<file path="src/cscr_pkg.sv">
// Constants and types for the carrier status and control register.
package cscr_pkg;
    localparam logic [7:0] CSR_OFFSET = 8'hC1;
    localparam int BIT_AUTO_CLEAR = 7;
    localparam int BIT_AUTO_ACK_DIS = 6;
    localparam int BIT_TIMEOUT = 5;
    localparam int BIT_SOFT_RESET = 4;
    localparam int BIT_IRQ_ENABLE = 3;
    localparam int BIT_IRQ_PENDING = 2;
    localparam logic [7:0] CSR_RESET = 8'h00;
    localparam int CLK_PERIOD_NS = 10;
    localparam int SOFT_RESET_NS = 1000;
    localparam int SOFT_RESET_CYCLES = SOFT_RESET_NS / CLK_PERIOD_NS;
    localparam int ACCESS_TIMEOUT_CYCLES = 64;
    localparam int NUM_SLOTS = 4;
    typedef enum logic [2:0] {
        CSCR_IDLE = 3'b001,
        CSCR_WAIT = 3'b010,
        CSCR_DONE = 3'b100
    } cscr_acc_e;
endpackage : cscr_pkg

</file>
<file path="src/cscr_pulse_timer.sv">
// Down counter that holds its busy output for a fixed number of cycles.
`timescale 1ns/1ns
module cscr_pulse_timer #(
    parameter int CYCLES = 100
) (
    input wire logic ref_clk,
    input wire logic sys_rst,
    input wire logic start,
    output logic busy
);
    logic [15:0] cnt_reg;
    logic [15:0] cnt_next;

    always_comb begin
        cnt_next = cnt_reg;
        if (start) begin
            cnt_next = 16'(CYCLES);
        end else if (cnt_reg != 16'h0000) begin
            cnt_next = cnt_reg - 16'h0001;
        end
    end

    always_ff @(posedge ref_clk) begin
        if (sys_rst) begin
            cnt_reg <= 16'h0000;
        end else begin
            cnt_reg <= cnt_next;
        end
    end

    assign busy = (cnt_reg != 16'h0000);
endmodule : cscr_pulse_timer

</file>
<file path="src/cscr_carrier_status.sv">
// Carrier status and control register with pending, acknowledge and reset logic.
`timescale 1ns/1ns
module cscr_carrier_status #(
    parameter int TIMEOUT_CYCLES = cscr_pkg::ACCESS_TIMEOUT_CYCLES,
    parameter int NSLOT = cscr_pkg::NUM_SLOTS
) (
    input wire logic ref_clk,
    input wire logic sys_rst,
    input wire logic reg_sel,
    input wire logic reg_wr,
    input wire logic reg_rd,
    input wire logic [7:0] reg_addr,
    input wire logic [7:0] reg_wdata,
    output logic [7:0] reg_rdata,
    input wire logic mod_access,
    input wire logic mod_ack,
    output logic carrier_ack,
    input wire logic [NSLOT-1:0] mod_irq_req,
    input wire logic [NSLOT-1:0] pend_clear,
    output logic [NSLOT-1:0] irq_pending,
    output logic irq_enable,
    output logic soft_reset
);
    logic [NSLOT-1:0] irq_s1_reg;
    logic [NSLOT-1:0] irq_s2_reg;
    logic ack_s1_reg;
    logic ack_s2_reg;
    logic auto_clear_pending_enable_reg, auto_clear_pending_enable_next;
    logic auto_ack_disable_reg, auto_ack_disable_next;
    logic timeout_access_flag_reg, timeout_access_flag_next;
    logic global_irq_enable_reg, global_irq_enable_next;
    logic [NSLOT-1:0] pend_reg, pend_next;
    logic [7:0] rdata_reg, rdata_next;
    logic ack_reg, ack_next;
    logic srst_reg;
    logic srst_start;
    logic srst_busy;
    logic [15:0] tmo_reg, tmo_next;
    cscr_pkg::cscr_acc_e acc_reg, acc_next;
    logic hit_wr, hit_rd, tmo_event;

    function automatic logic [7:0] pack_status(input logic auto_clr, input logic ack_dis,
                                               input logic tmo_flag, input logic irq_en,
                                               input logic irq_pend);
        logic [7:0] v;
        v = cscr_pkg::CSR_RESET;
        v[cscr_pkg::BIT_AUTO_CLEAR] = auto_clr;
        v[cscr_pkg::BIT_AUTO_ACK_DIS] = ack_dis;
        v[cscr_pkg::BIT_TIMEOUT] = tmo_flag;
        v[cscr_pkg::BIT_IRQ_ENABLE] = irq_en;
        v[cscr_pkg::BIT_IRQ_PENDING] = irq_pend;
        return v;
    endfunction : pack_status

    always_ff @(posedge ref_clk) begin
        irq_s1_reg <= mod_irq_req;
        irq_s2_reg <= irq_s1_reg;
        ack_s1_reg <= mod_ack;
        ack_s2_reg <= ack_s1_reg;
    end

    assign hit_wr = reg_sel && reg_wr && (reg_addr == cscr_pkg::CSR_OFFSET);
    assign hit_rd = reg_sel && reg_rd && (reg_addr == cscr_pkg::CSR_OFFSET);
    assign srst_start = hit_wr && reg_wdata[cscr_pkg::BIT_SOFT_RESET];

    // Module access tracker: counts to the timeout unless the module answers.
    always_comb begin
        acc_next = acc_reg;
        tmo_next = tmo_reg;
        tmo_event = 1'b0;
        ack_next = 1'b0;
        unique case (acc_reg)
            cscr_pkg::CSCR_IDLE: begin
                if (mod_access) begin
                    acc_next = cscr_pkg::CSCR_WAIT;
                    tmo_next = 16'h0000;
                end
            end
            cscr_pkg::CSCR_WAIT: begin
                if (ack_s2_reg) begin
                    acc_next = cscr_pkg::CSCR_DONE;
                    ack_next = 1'b1;
                end else if (tmo_reg == 16'(TIMEOUT_CYCLES - 1)) begin
                    acc_next = cscr_pkg::CSCR_DONE;
                    tmo_event = 1'b1;
                    ack_next = !auto_ack_disable_reg;
                end else begin
                    tmo_next = tmo_reg + 16'h0001;
                end
            end
            cscr_pkg::CSCR_DONE: begin
                if (!mod_access) begin
                    acc_next = cscr_pkg::CSCR_IDLE;
                end else begin
                    ack_next = ack_reg;
                end
            end
            default: acc_next = cscr_pkg::CSCR_IDLE;
        endcase
    end

    always_comb begin
        auto_clear_pending_enable_next = auto_clear_pending_enable_reg;
        auto_ack_disable_next = auto_ack_disable_reg;
        global_irq_enable_next = global_irq_enable_reg;
        timeout_access_flag_next = timeout_access_flag_reg;
        if (hit_wr) begin
            auto_clear_pending_enable_next = reg_wdata[cscr_pkg::BIT_AUTO_CLEAR];
            auto_ack_disable_next = reg_wdata[cscr_pkg::BIT_AUTO_ACK_DIS];
            global_irq_enable_next = reg_wdata[cscr_pkg::BIT_IRQ_ENABLE];
        end
        if (hit_rd) begin
            timeout_access_flag_next = 1'b0;
        end
        // A timeout in the same cycle as a read wins, so the event is never lost.
        if (tmo_event) begin
            timeout_access_flag_next = 1'b1;
        end
        // A live request wins over a clear that arrives in the same cycle.
        if (auto_clear_pending_enable_reg) begin
            pend_next = irq_s2_reg;
        end else begin
            pend_next = (pend_reg & ~pend_clear) | irq_s2_reg;
        end
        rdata_next = rdata_reg;
        if (hit_rd) begin
            rdata_next = pack_status(auto_clear_pending_enable_reg, auto_ack_disable_reg,
                                     timeout_access_flag_reg, global_irq_enable_reg,
                                     |pend_reg);
        end
    end

    always_ff @(posedge ref_clk) begin
        if (sys_rst) begin
            auto_clear_pending_enable_reg <= 1'b0;
            auto_ack_disable_reg <= 1'b0;
            timeout_access_flag_reg <= 1'b0;
            global_irq_enable_reg <= 1'b0;
            pend_reg <= '0;
            rdata_reg <= cscr_pkg::CSR_RESET;
            ack_reg <= 1'b0;
            srst_reg <= 1'b0;
            tmo_reg <= 16'h0000;
            acc_reg <= cscr_pkg::CSCR_IDLE;
        end else begin
            auto_clear_pending_enable_reg <= auto_clear_pending_enable_next;
            auto_ack_disable_reg <= auto_ack_disable_next;
            timeout_access_flag_reg <= timeout_access_flag_next;
            global_irq_enable_reg <= global_irq_enable_next;
            pend_reg <= pend_next;
            rdata_reg <= rdata_next;
            ack_reg <= ack_next;
            srst_reg <= srst_busy;
            tmo_reg <= tmo_next;
            acc_reg <= acc_next;
        end
    end

    cscr_pulse_timer #(
        .CYCLES(cscr_pkg::SOFT_RESET_CYCLES)
    ) u_srst (
        .ref_clk(ref_clk),
        .sys_rst(sys_rst),
        .start(srst_start),
        .busy(srst_busy)
    );

    assign reg_rdata = rdata_reg;
    assign carrier_ack = ack_reg;
    assign irq_pending = pend_reg;
    assign irq_enable = global_irq_enable_reg;
    assign soft_reset = srst_reg;

    // Counts how long the software reset has stood, for the pulse width checks.
    logic [15:0] srst_len_reg;
    logic [15:0] srst_len_next;

    always_comb begin
        srst_len_next = 16'h0000;
        if (soft_reset) begin
            srst_len_next = srst_len_reg + 16'h0001;
        end
    end

    always_ff @(posedge ref_clk) begin
        if (sys_rst) begin
            srst_len_reg <= 16'h0000;
        end else begin
            srst_len_reg <= srst_len_next;
        end
    end

    chk_srst_len: assert property (@(posedge ref_clk) disable iff (sys_rst)
        $rose(soft_reset) |-> soft_reset [*8]) else $error("soft reset too short");
    chk_srst_width: assert property (@(posedge ref_clk) disable iff (sys_rst)
        $fell(soft_reset) |-> srst_len_reg == 16'(cscr_pkg::SOFT_RESET_CYCLES))
        else $error("soft reset width wrong");
    chk_srst_max: assert property (@(posedge ref_clk) disable iff (sys_rst)
        soft_reset |-> srst_len_reg < 16'(cscr_pkg::SOFT_RESET_CYCLES))
        else $error("soft reset too long");
    chk_srst_start: assert property (@(posedge ref_clk) disable iff (sys_rst)
        srst_start |-> ##2 soft_reset) else $error("soft reset not started");
    chk_tmo_clear: assert property (@(posedge ref_clk) disable iff (sys_rst)
        hit_rd && !tmo_event |=> !timeout_access_flag_reg) else $error("timeout not cleared");
    chk_tmo_set: assert property (@(posedge ref_clk) disable iff (sys_rst)
        tmo_event |=> timeout_access_flag_reg) else $error("timeout not set");
    chk_ack_dis: assert property (@(posedge ref_clk) disable iff (sys_rst)
        tmo_event && auto_ack_disable_reg |=> !carrier_ack) else $error("ack while disabled");
    chk_ack_auto: assert property (@(posedge ref_clk) disable iff (sys_rst)
        tmo_event && !auto_ack_disable_reg |=> carrier_ack) else $error("missing auto ack");
    chk_rd_low: assert property (@(posedge ref_clk) disable iff (sys_rst)
        reg_rdata[1:0] == 2'h0) else $error("unused bits nonzero");
    chk_auto_clr: assert property (@(posedge ref_clk) disable iff (sys_rst)
        auto_clear_pending_enable_reg |=> irq_pending == $past(irq_s2_reg)) else $error("pending latched");
    chk_gip_read: assert property (@(posedge ref_clk) disable iff (sys_rst)
        hit_rd |=> reg_rdata[cscr_pkg::BIT_IRQ_PENDING] == $past(|pend_reg)) else $error("bad pending bit");
    chk_gie_write: assert property (@(posedge ref_clk) disable iff (sys_rst)
        hit_wr |=> irq_enable == $past(reg_wdata[cscr_pkg::BIT_IRQ_ENABLE]))
        else $error("enable not written");
    chk_gie_hold: assert property (@(posedge ref_clk) disable iff (sys_rst)
        !hit_wr |=> $stable(irq_enable)) else $error("enable changed without write");
    chk_ctrl_write: assert property (@(posedge ref_clk) disable iff (sys_rst)
        hit_wr |=> auto_ack_disable_reg == $past(reg_wdata[cscr_pkg::BIT_AUTO_ACK_DIS])
        && auto_clear_pending_enable_reg == $past(reg_wdata[cscr_pkg::BIT_AUTO_CLEAR]))
        else $error("control bits not written");
endmodule : cscr_carrier_status

</file>
<file path="config.mk">
export PLATFORM = sky130hd
export DESIGN_NAME = cscr_carrier_status
export DESIGN_NICKNAME = d
export VERILOG_FILES = /design/src/cscr_pkg.sv /design/src/cscr_pulse_timer.sv /design/src/cscr_carrier_status.sv
export SDC_FILE = /design/constraint.sdc
export NUM_CORES = 1
export LEC_CHECK = 0
export BUFFER_PORTS_ARGS = -buffer_cell sky130_fd_sc_hd__buf_2
export CORE_ASPECT_RATIO = 1.4
export CORE_MARGIN = 4
export CORE_UTILIZATION = 40
export CTS_BUF_LIST = sky130_fd_sc_hd__clkbuf_8
export CTS_CLUSTER_DIAMETER = 60
export DETAILED_ROUTE_END_ITERATION = 7
export PLACE_DENSITY_LB_ADDON = 0.12
export SLEW_MARGIN = 20
export SYNTH_ARGS = -nofsm -noshare
export SYNTH_HDL_FRONTEND = slang
export SYNTH_SLANG_ARGS = --single-unit
</file>
<file path="constraint.sdc">
create_clock -name ref_clk -period 2.3 [get_ports ref_clk]
set_clock_uncertainty 0.15 [all_clocks]
set_input_delay 0.46 -clock ref_clk [delete_from_list [all_inputs] [get_ports ref_clk]]
set_output_delay 0.46 -clock ref_clk [all_outputs]
set_load 0.02 [all_outputs]
</file>
# Yosys cells after proc, flatten, opt, wreduce, memory -nomap -nowiden
# Index checks and enable logic that the tools add are counted.
# totals
reg_bits	60
input_bits	31
wordCells	66
# classes
n_mux	21
n_bitwise	3
n_reduce_logical	14
n_eq_ne	10
addsub	2
# ops
op	count
$mux 16	3
$pmux 16 s2	1
$add 16x1->16 const B	1
$eq 16x6->1 const B	1
$reduce_bool 16->1	1
$sub 16x1->16 const B	1
$mux 7	2
$mux 3	4
$pmux 3 s3	1
$eq 8x8->1 const B	1
$mux 1	8
$ne 2x2->1 const B	4
$reduce_bool 2->1	3
$logic_and 1x1->1	5
$and 4x4->4	1
$mux 4	1
$not 4->4	1
$or 4x4->4	1
$reduce_and 4->1	1
$reduce_or 4->1	1
$eq 3x1->1 const B	1
$eq 3x2->1 const B	1
$eq 3x3->1 const B	1
$ne 3x3->1 const B	1
4 further kinds	4

# Longest topological paths before layout
# Gate-level depths: netlist of run 1.
# depth
depth_word	5
mapped_depth	7
mapped_depth_nobuf	6

# Cells and area by module
# A second synthesis of run 1 with hierarchy kept.
# unflattened
cells_unflattened	283
area_unflattened_um2	2593.7
# by_module_without_submodules
mod	area_each_um2	n_inst	cells_each
cscr_carrier_status	1739.2	1	184
cscr_pulse_timer	854.6	1	99

# Worst setup path before layout of run 1
# Ideal clock, no wire load.
# synth_path
path_kind	reg-to-reg
from	register u_srst.cnt_reg[0]
to	register u_srst.cnt_reg[2]
n_path_buf	0
arrival_ns	1.792
required_time_ns	2.018
setup_slack_ns	0.226
period_less_slack_ns	2.074
setup_ns	0.132
path_stages_with_launch	7
path_cell_list	dfxtp_1 > inv_1 > ha_1 > or4b_4 > or4_4 > nand3b_1 > a31oi_1
# synth_via
elab_chain_cells	3
word_cells_on_any_way	5
cone_classes	1 x add/sub; 2 x mux; 2 x reduce/logical
# synth_rtl
element	line	text
start: declaration	cscr_pulse_timer.sv:11	logic [15:0] cnt_reg;
start signal: assignment	cscr_pulse_timer.sv:27	cnt_reg <= cnt_next;
$sub 16x1->16	cscr_pulse_timer.sv:19	cnt_next = cnt_reg - 16'h0001;
$mux 7	cscr_pulse_timer.sv:18	end else if (cnt_reg != 16'h0000) begin
$mux 7	cscr_pulse_timer.sv:16	if (start) begin
# Parallel ways exist; a longest one is shown, timed or not. The select of a mux whose other input is x is not followed.
# A chain may end at the register's enable or synchronous reset.

# Worst setup path after layout of run 1
# layout_path
from	register u_srst.cnt_reg[0]
to	register u_srst.cnt_reg[6]
# The elaborated chain is that of the path after synthesis.

==> results.txt, run 1 <==
number of I/O pins = 46
nets = 368
area of the core = 6300 sq um
Seq pwr share = 40.6%
f_max = 457 MHz
CP Max Fanout = 5
logic gate share of total power = 25.9%
crit path cell chain = inv_1, ha_2, or4b_4, or4_4, nand3_1, a31oi_1
power per cell area = 978 nW/um^2
area of the mapped netlist = 2640 sq um
most common cell after layout, fill and taps aside = dfxtp_1
first-pass iteration count of the detailed router = 4
number of synthesized flops with an enable pin = 0
ANT cells = 0
CTS Sinks = 60
Synth Instances = 291
Final Hold Viols = 0
CTS tree = done
final WL = 5830 um
per-cell routed wire length = 14.2 um
DRT antenna net count = 0
Seq/Total Area, Yosys = 45.5%
r2r endpoint = u_srst.cnt_reg[6]
filler cell count = 614
post-synth top area share = 45.5%
Die ar. = 7980 sq um
Reg area = 1200 sq um
Worst Hold Class = input port to flip-flop
synth top area cells = dfxtp_1 45%, o31ai_1 4.8%, or4_1 4.8%
status = finished, final reports clean
H-tree Lvls = 3
Synth Flop Type = dfxtp_1
Synth cell types = 44
Die Y = 104 um
period utilization = 95.1%
Initial Util = 41.9%
hold depth = 1
die width = 76.7 um
Internal = 2120 uW
Post-CTS Hold Fix Bufs = 0
Power Total = 3080 uW
first-pass GRT wire length = 9800 um
fin. max-slew vios = 0
Hold Startpoint = mod_ack
num rows = 34
Max stage delay cell, worst path = or4_4
setup TNS = 0 ps
Crit path required time = 2350 ps
total congestion overflow = 0
area of the multi-input gates = 1340 sq um
vias per inst = 5.64
top cell type by total area after synthesis = dfxtp_1
Placement Cell Area = 2930 sq um
clk slew on worst S/H paths = 80 ps
CTS Buf Count = 9
Buffers & Inverters on Critical Path = 1
Root Driver = clkbuf_8
Final setup viols = 0
Post-Layout Inst Area = 3150 sq um
Tot GR Track Use = 15.0%
most frequent cells in the layout = 60 x dfxtp_1, 38 x buf_2, 33 x nor2_1
switching share of total power = 31.1%
CP peak stage delay = 580 ps
critical path arrival = 2230 ps
R2R setup slack = 110 ps
Max IR drop VDD = 0.571 mV
clock network power share = 33.5%
#FFs+latches synth = 60
vias in the first global route = 2176
pin count of the biggest net entering global routing = 26
Crit path max-delay family = simple AND/OR/NAND/NOR gates
Vias = 2324
critical path class = flip-flop to flip-flop
Initial DRC Count = 117
Psw = 958 uW
Yosys warnings = 0
RSZ-0062 raised after global routing = no
P&R area growth vs syn = 19.4%
reg2reg start = u_srst.cnt_reg[0]
fin crit period = 2190 ps
Post-synth ARST share = 0%
mean post-synth cell area = 9.07 sq um
antenna violations before repair = 0
worst skew pair latency = 330 ps
I/O Buffers = 38
DPL Wire Length = 4100 um
critical path endpoint category = flip-flop
Leakage = 0.00125 uW
Reg2Reg Depth = 6
DR DRC count = 0
Hold Path End = ack_s1_reg
startpoint types = flip-flop
Placer Congestion = 0.764
layout cell share with drive strength beyond 1 = 21.8%
Max clock buf depth = 2
Max Cap Viol = 0
-- worst reg2reg max path, cell delays in order (launching register included) --
cell and delay (ps):
dfxtp_1 330, inv_1 90, ha_2 220, or4b_4 500, or4_4 580, nand3_1 110, a31oi_1 80
-- power groups by stage --
stage | Combinational (uW) | Clock [uW] | Sequential (uW)
2_1_floorplan | 592 | 0 | 1260
3_3_place_gp | 779 | 0 | 1270
3_5_place_dp | 791 | 0 | 1270
4_1_cts | 802 | 1070 | 1250
5_1_grt | 892 | 1110 | 1270
6_report | 799 | 1030 | 1250
-- logic make-up after synthesis --
kind of cell	count (synthesis)	share of synthesized area, %
multiplexers	10	3.79
flip-flops	60	45.5
other	1	0.142
AND/OR/NAND/NOR	134	31.0
AO/OA/AOI/OAI	59	14.2
XOR/XNOR	1	0.332
buffers and inverters	24	4.08
adder cells (fa/ha/maj)	2	0.948
-- cell usage after synthesis, types with 7 or more instances --
cell type / count
clkbuf_1: 9
o31ai_1: 17
mux2i_1: 10
inv_1: 7
or4_1: 17
nand2_1: 12
nor2_1: 33
nand3_1: 9
or3_1: 11
nor3_1: 8
nand4_1: 9
dfxtp_1: 60
a21oi_1: 25
-- what timing repair did --
action | 4_1_cts | 5_1_grt
endpoints found under the hold margin | 0 | 0
buffers inserted | 0 | 0
setup endpoints to repair | 0 | 2
gates resized for setup | 0 | 1
-- metrics by stage --
stage          util, %  hold slack, ps  cells  setup WS (ps)
3_3_place_gp      46.6             160    396            135
2_1_floorplan        -             160    293            226
4_1_cts           50.0            52.7    412           79.4
6_report          50.1            72.7    412            112
5_1_grt           50.1            49.9    412           16.3
3_5_place_dp      46.6             163    396            116
-- worst max path at each step --
| stage | slack [ps] | cells after the start | startpoint | endpoint |
|---|---|---|---|---|
| global placement | 130 | 6 | u_srst.cnt_reg[0] | u_srst.cnt_reg[2] |
| CTS | 80 | 6 | u_srst.cnt_reg[0] | u_srst.cnt_reg[6] |
| global route | 20 | 6 | u_srst.cnt_reg[0] | u_srst.cnt_reg[2] |
| detailed placement | 120 | 6 | u_srst.cnt_reg[0] | u_srst.cnt_reg[2] |
| finish | 110 | 6 | u_srst.cnt_reg[0] | u_srst.cnt_reg[6] |
| floorplan | 230 | 6 | u_srst.cnt_reg[0] | u_srst.cnt_reg[2] |
-- cell type report --
cell class | count | share of cell area, %
Clock inverter | 7 | 2.94
Tap cell | 72 | 2.86
Clock buffer | 9 | 3.93
Sequential cell | 60 | 38.1
Timing Repair Buffer | 48 | 8.81
Multi-Input combinational cell | 209 | 42.5
Inverter | 7 | 0.833
-- per-layer routing --
metal / vias up / global-route usage [%] / part of all wire [%]
met4: 0 / 6.22 / 1.3
met2: 34 / 26.1 / 50
li1: 1175 / - / -
met5: - / 0 / 0
met3: 8 / 3.99 / 3.3
met1: 1107 / 17.1 / 45
Note: power is estimated with default switching activity, not from simulation.
==> run 2: changes to the inputs <==
==> constraint.sdc (replaced) <==
create_clock -name ref_clk -period 2.3 [get_ports ref_clk]
set_clock_uncertainty 0.15 [all_clocks]
set_input_delay 0.69 -clock ref_clk [delete_from_list [all_inputs] [get_ports ref_clk]]
set_output_delay 0.69 -clock ref_clk [all_outputs]
set_load 0.02 [all_outputs]
==> run 2 against run 1 <==
  * Utilization is 0.42 points lower
  * Sequential power about the same
  * Worst setup slack better by 11 ps
  * Global-route usage decreased by 0.18 points
  * Fmax is 0.51% higher
  * Combinational power down 3.9%
  * Flip-flop and latch count unchanged
  * Sequential share of layout area grew 0.32 points
  * Power fell by 3.6%
  * Hold slack gained 94 ps
==> results.txt, run 2 (synthesis results as in run 1) <==
status = finished, final reports clean
P&R area growth vs syn = 18.4%
Final setup viols = 0 (unchanged)
period utilization = 94.6% (-0.48 points)
R2R setup slack = 120 ps (about the same)
layout cell share with drive strength beyond 1 = 22.1% (+0.29 points)
placed cells = 396 (unchanged)
critical path class = flip-flop to flip-flop
Die Y = 104 um (unchanged)
most frequent cells in the layout = 60 x dfxtp_1, 38 x buf_2, 33 x nor2_1
vias in the first global route = 2125 (-2.3%)
Initial DRC Count = 113 (-3.4%)
logic gate share of total power = 25.8% (about the same)
Global Route met3 Usage = 3.47% (-0.52 points)
DP Worst Slack = 119 ps (+3.82 ps)
I/O Buffers = 38 (unchanged)
first-pass iteration count of the detailed router = 4 (unchanged)
startpoint types = flip-flop
Die ar. = 7980 sq um (unchanged)
GR peak layer = met2
Max clock buf depth = 2 (unchanged)
DPL Wire Length = 4020 um (-1.8%)
Worst Hold Class = flip-flop to flip-flop
nets = 368 (unchanged)
filler cell count = 612 (-0.33%)
fin cells = 413 (+0.24%)
Vias = 2306 (-0.77%)
Internal = 2010 uW (-5.5%)
RSZ-0062 raised after global routing = no
CTS tree = done
number of I/O pins = 46 (unchanged)
CTS Buf Count = 9 (unchanged)
setup slack after layout = 124 ps (+11.1 ps)
worst skew pair latency = 350 ps (+20 ps)
Placer Congestion = 0.810 (+6.0%)
f_max = 459 MHz (+0.51%)
CP Max Fanout = 5 (unchanged)
Post-Layout Inst Area = 3130 sq um (-0.83%)
critical path endpoint category = flip-flop
area of the multi-input gates = 1340 sq um (unchanged)
met2 Use GR = 24.8% (-1.3 points)
Max IR drop VDD = 0.513 mV (-10%)
die width = 76.7 um (unchanged)
fin. max-slew vios = 0 (unchanged)
switching share of total power = 32.4% (+1.4 points)
num rows = 34 (unchanged)
pin count of the biggest net entering global routing = 26 (unchanged)
Crit path required time = 2360 ps (about the same)
critical path arrival = 2240 ps (about the same)
final core area utilization = 49.7% (-0.42 points)
Worst slew margin = 66.5%
setup TNS = 0 ps (unchanged)
area of the core = 6300 sq um (unchanged)
clock network power share = 32.1% (-1.4 points)
DRT antenna net count = 0 (unchanged)
Seq pwr share = 42.1% (+1.5 points)
H-tree Lvls = 3 (unchanged)
vias per inst = 5.58 (-1.0%)
Max Cap Viol = 0 (unchanged)
CTS Sinks = 60 (unchanged)
Worst Max-Slew Pin Slew = 496 ps
Post-CTS Hold Fix Bufs = 0 (unchanged)
DR DRC count = 0 (unchanged)
Initial Util = 41.9% (unchanged)
fin crit period = 2180 ps (-11.1 ps)
most common cell after layout, fill and taps aside = dfxtp_1
power per cell area = 951 nW/um^2 (-2.8%)
Reg area = 1200 sq um (unchanged)
met1 Use GR = 16.7% (-0.44 points)
Placement Cell Area = 2920 sq um (-0.43%)
Tot GR Track Use = 14.8% (-0.18 points)
total congestion overflow = 0 (unchanged)
clk slew on worst S/H paths = 80 ps (about the same)
per-cell routed wire length = 13.7 um (-3.1%)
final WL = 5660 um (-2.9%)
first-pass GRT wire length = 9550 um (-2.6%)
Leakage = 0.00123 uW (-1.3%)
Root Driver = clkbuf_8
Final Hold Viols = 0 (unchanged)
Psw = 964 uW (+0.66%)
antenna violations before repair = 0 (unchanged)
## run 2: metrics by stage
stage               total power [uW]  hold WS [ps]
finish                          2970           167
global route                    3150           178
CTS                             3010           168
detailed placement              2040           164
global placement                2030           160
floorplan                       1850           160
## run 2: area by class of cell
class | instances | area share, %
multi-input cells | 209 | 42.9
clock buffers | 9 | 3.96
clock inverters | 7 | 2.44
repair buffers | 48 | 8.48
well taps | 72 | 2.88
flip-flops and latches | 60 | 38.4
diodes | 1 | 0.0800
inverters | 7 | 0.840
## run 2: worst paths after layout
check / from / endpoint / cells after the start
max: u_srst.cnt_reg[0] / u_srst.cnt_reg[6] / 6
min: irq_s1_reg[3] / irq_s2_reg[3] / 0
max reg2reg: u_srst.cnt_reg[0] / u_srst.cnt_reg[6] / 6
min reg2reg: irq_s1_reg[3] / irq_s2_reg[3] / 0
## run 2: what timing repair did
action | in CTS | in global routing
buffers inserted | 0 | 0
endpoints found under the setup margin | 0 | 1
gates resized for setup | 0 | 1
## run 2: worst max-delay path, stage by stage (launching register included)
cell     delay [ps]
dfxtp_1         330
inv_1           100
ha_2            220
or4b_4          500
or4_4           570
nand3_1         110
a31oi_1          80
## run 2: power by group through the flow
stage,logic (uW),registers [uW],clock network (uW)
floorplan,592,1260,0
global placement,761,1270,0
detailed placement,770,1270,0
CTS,772,1250,988
global route,864,1270,1020
finish,768,1250,954
## run 2: per-layer routing
layer	share of wire [%]	vias up
li1	-	1178
met1	43	1076
met2	49	40
met3	4.9	12
met4	2.9	0
met5	0	-
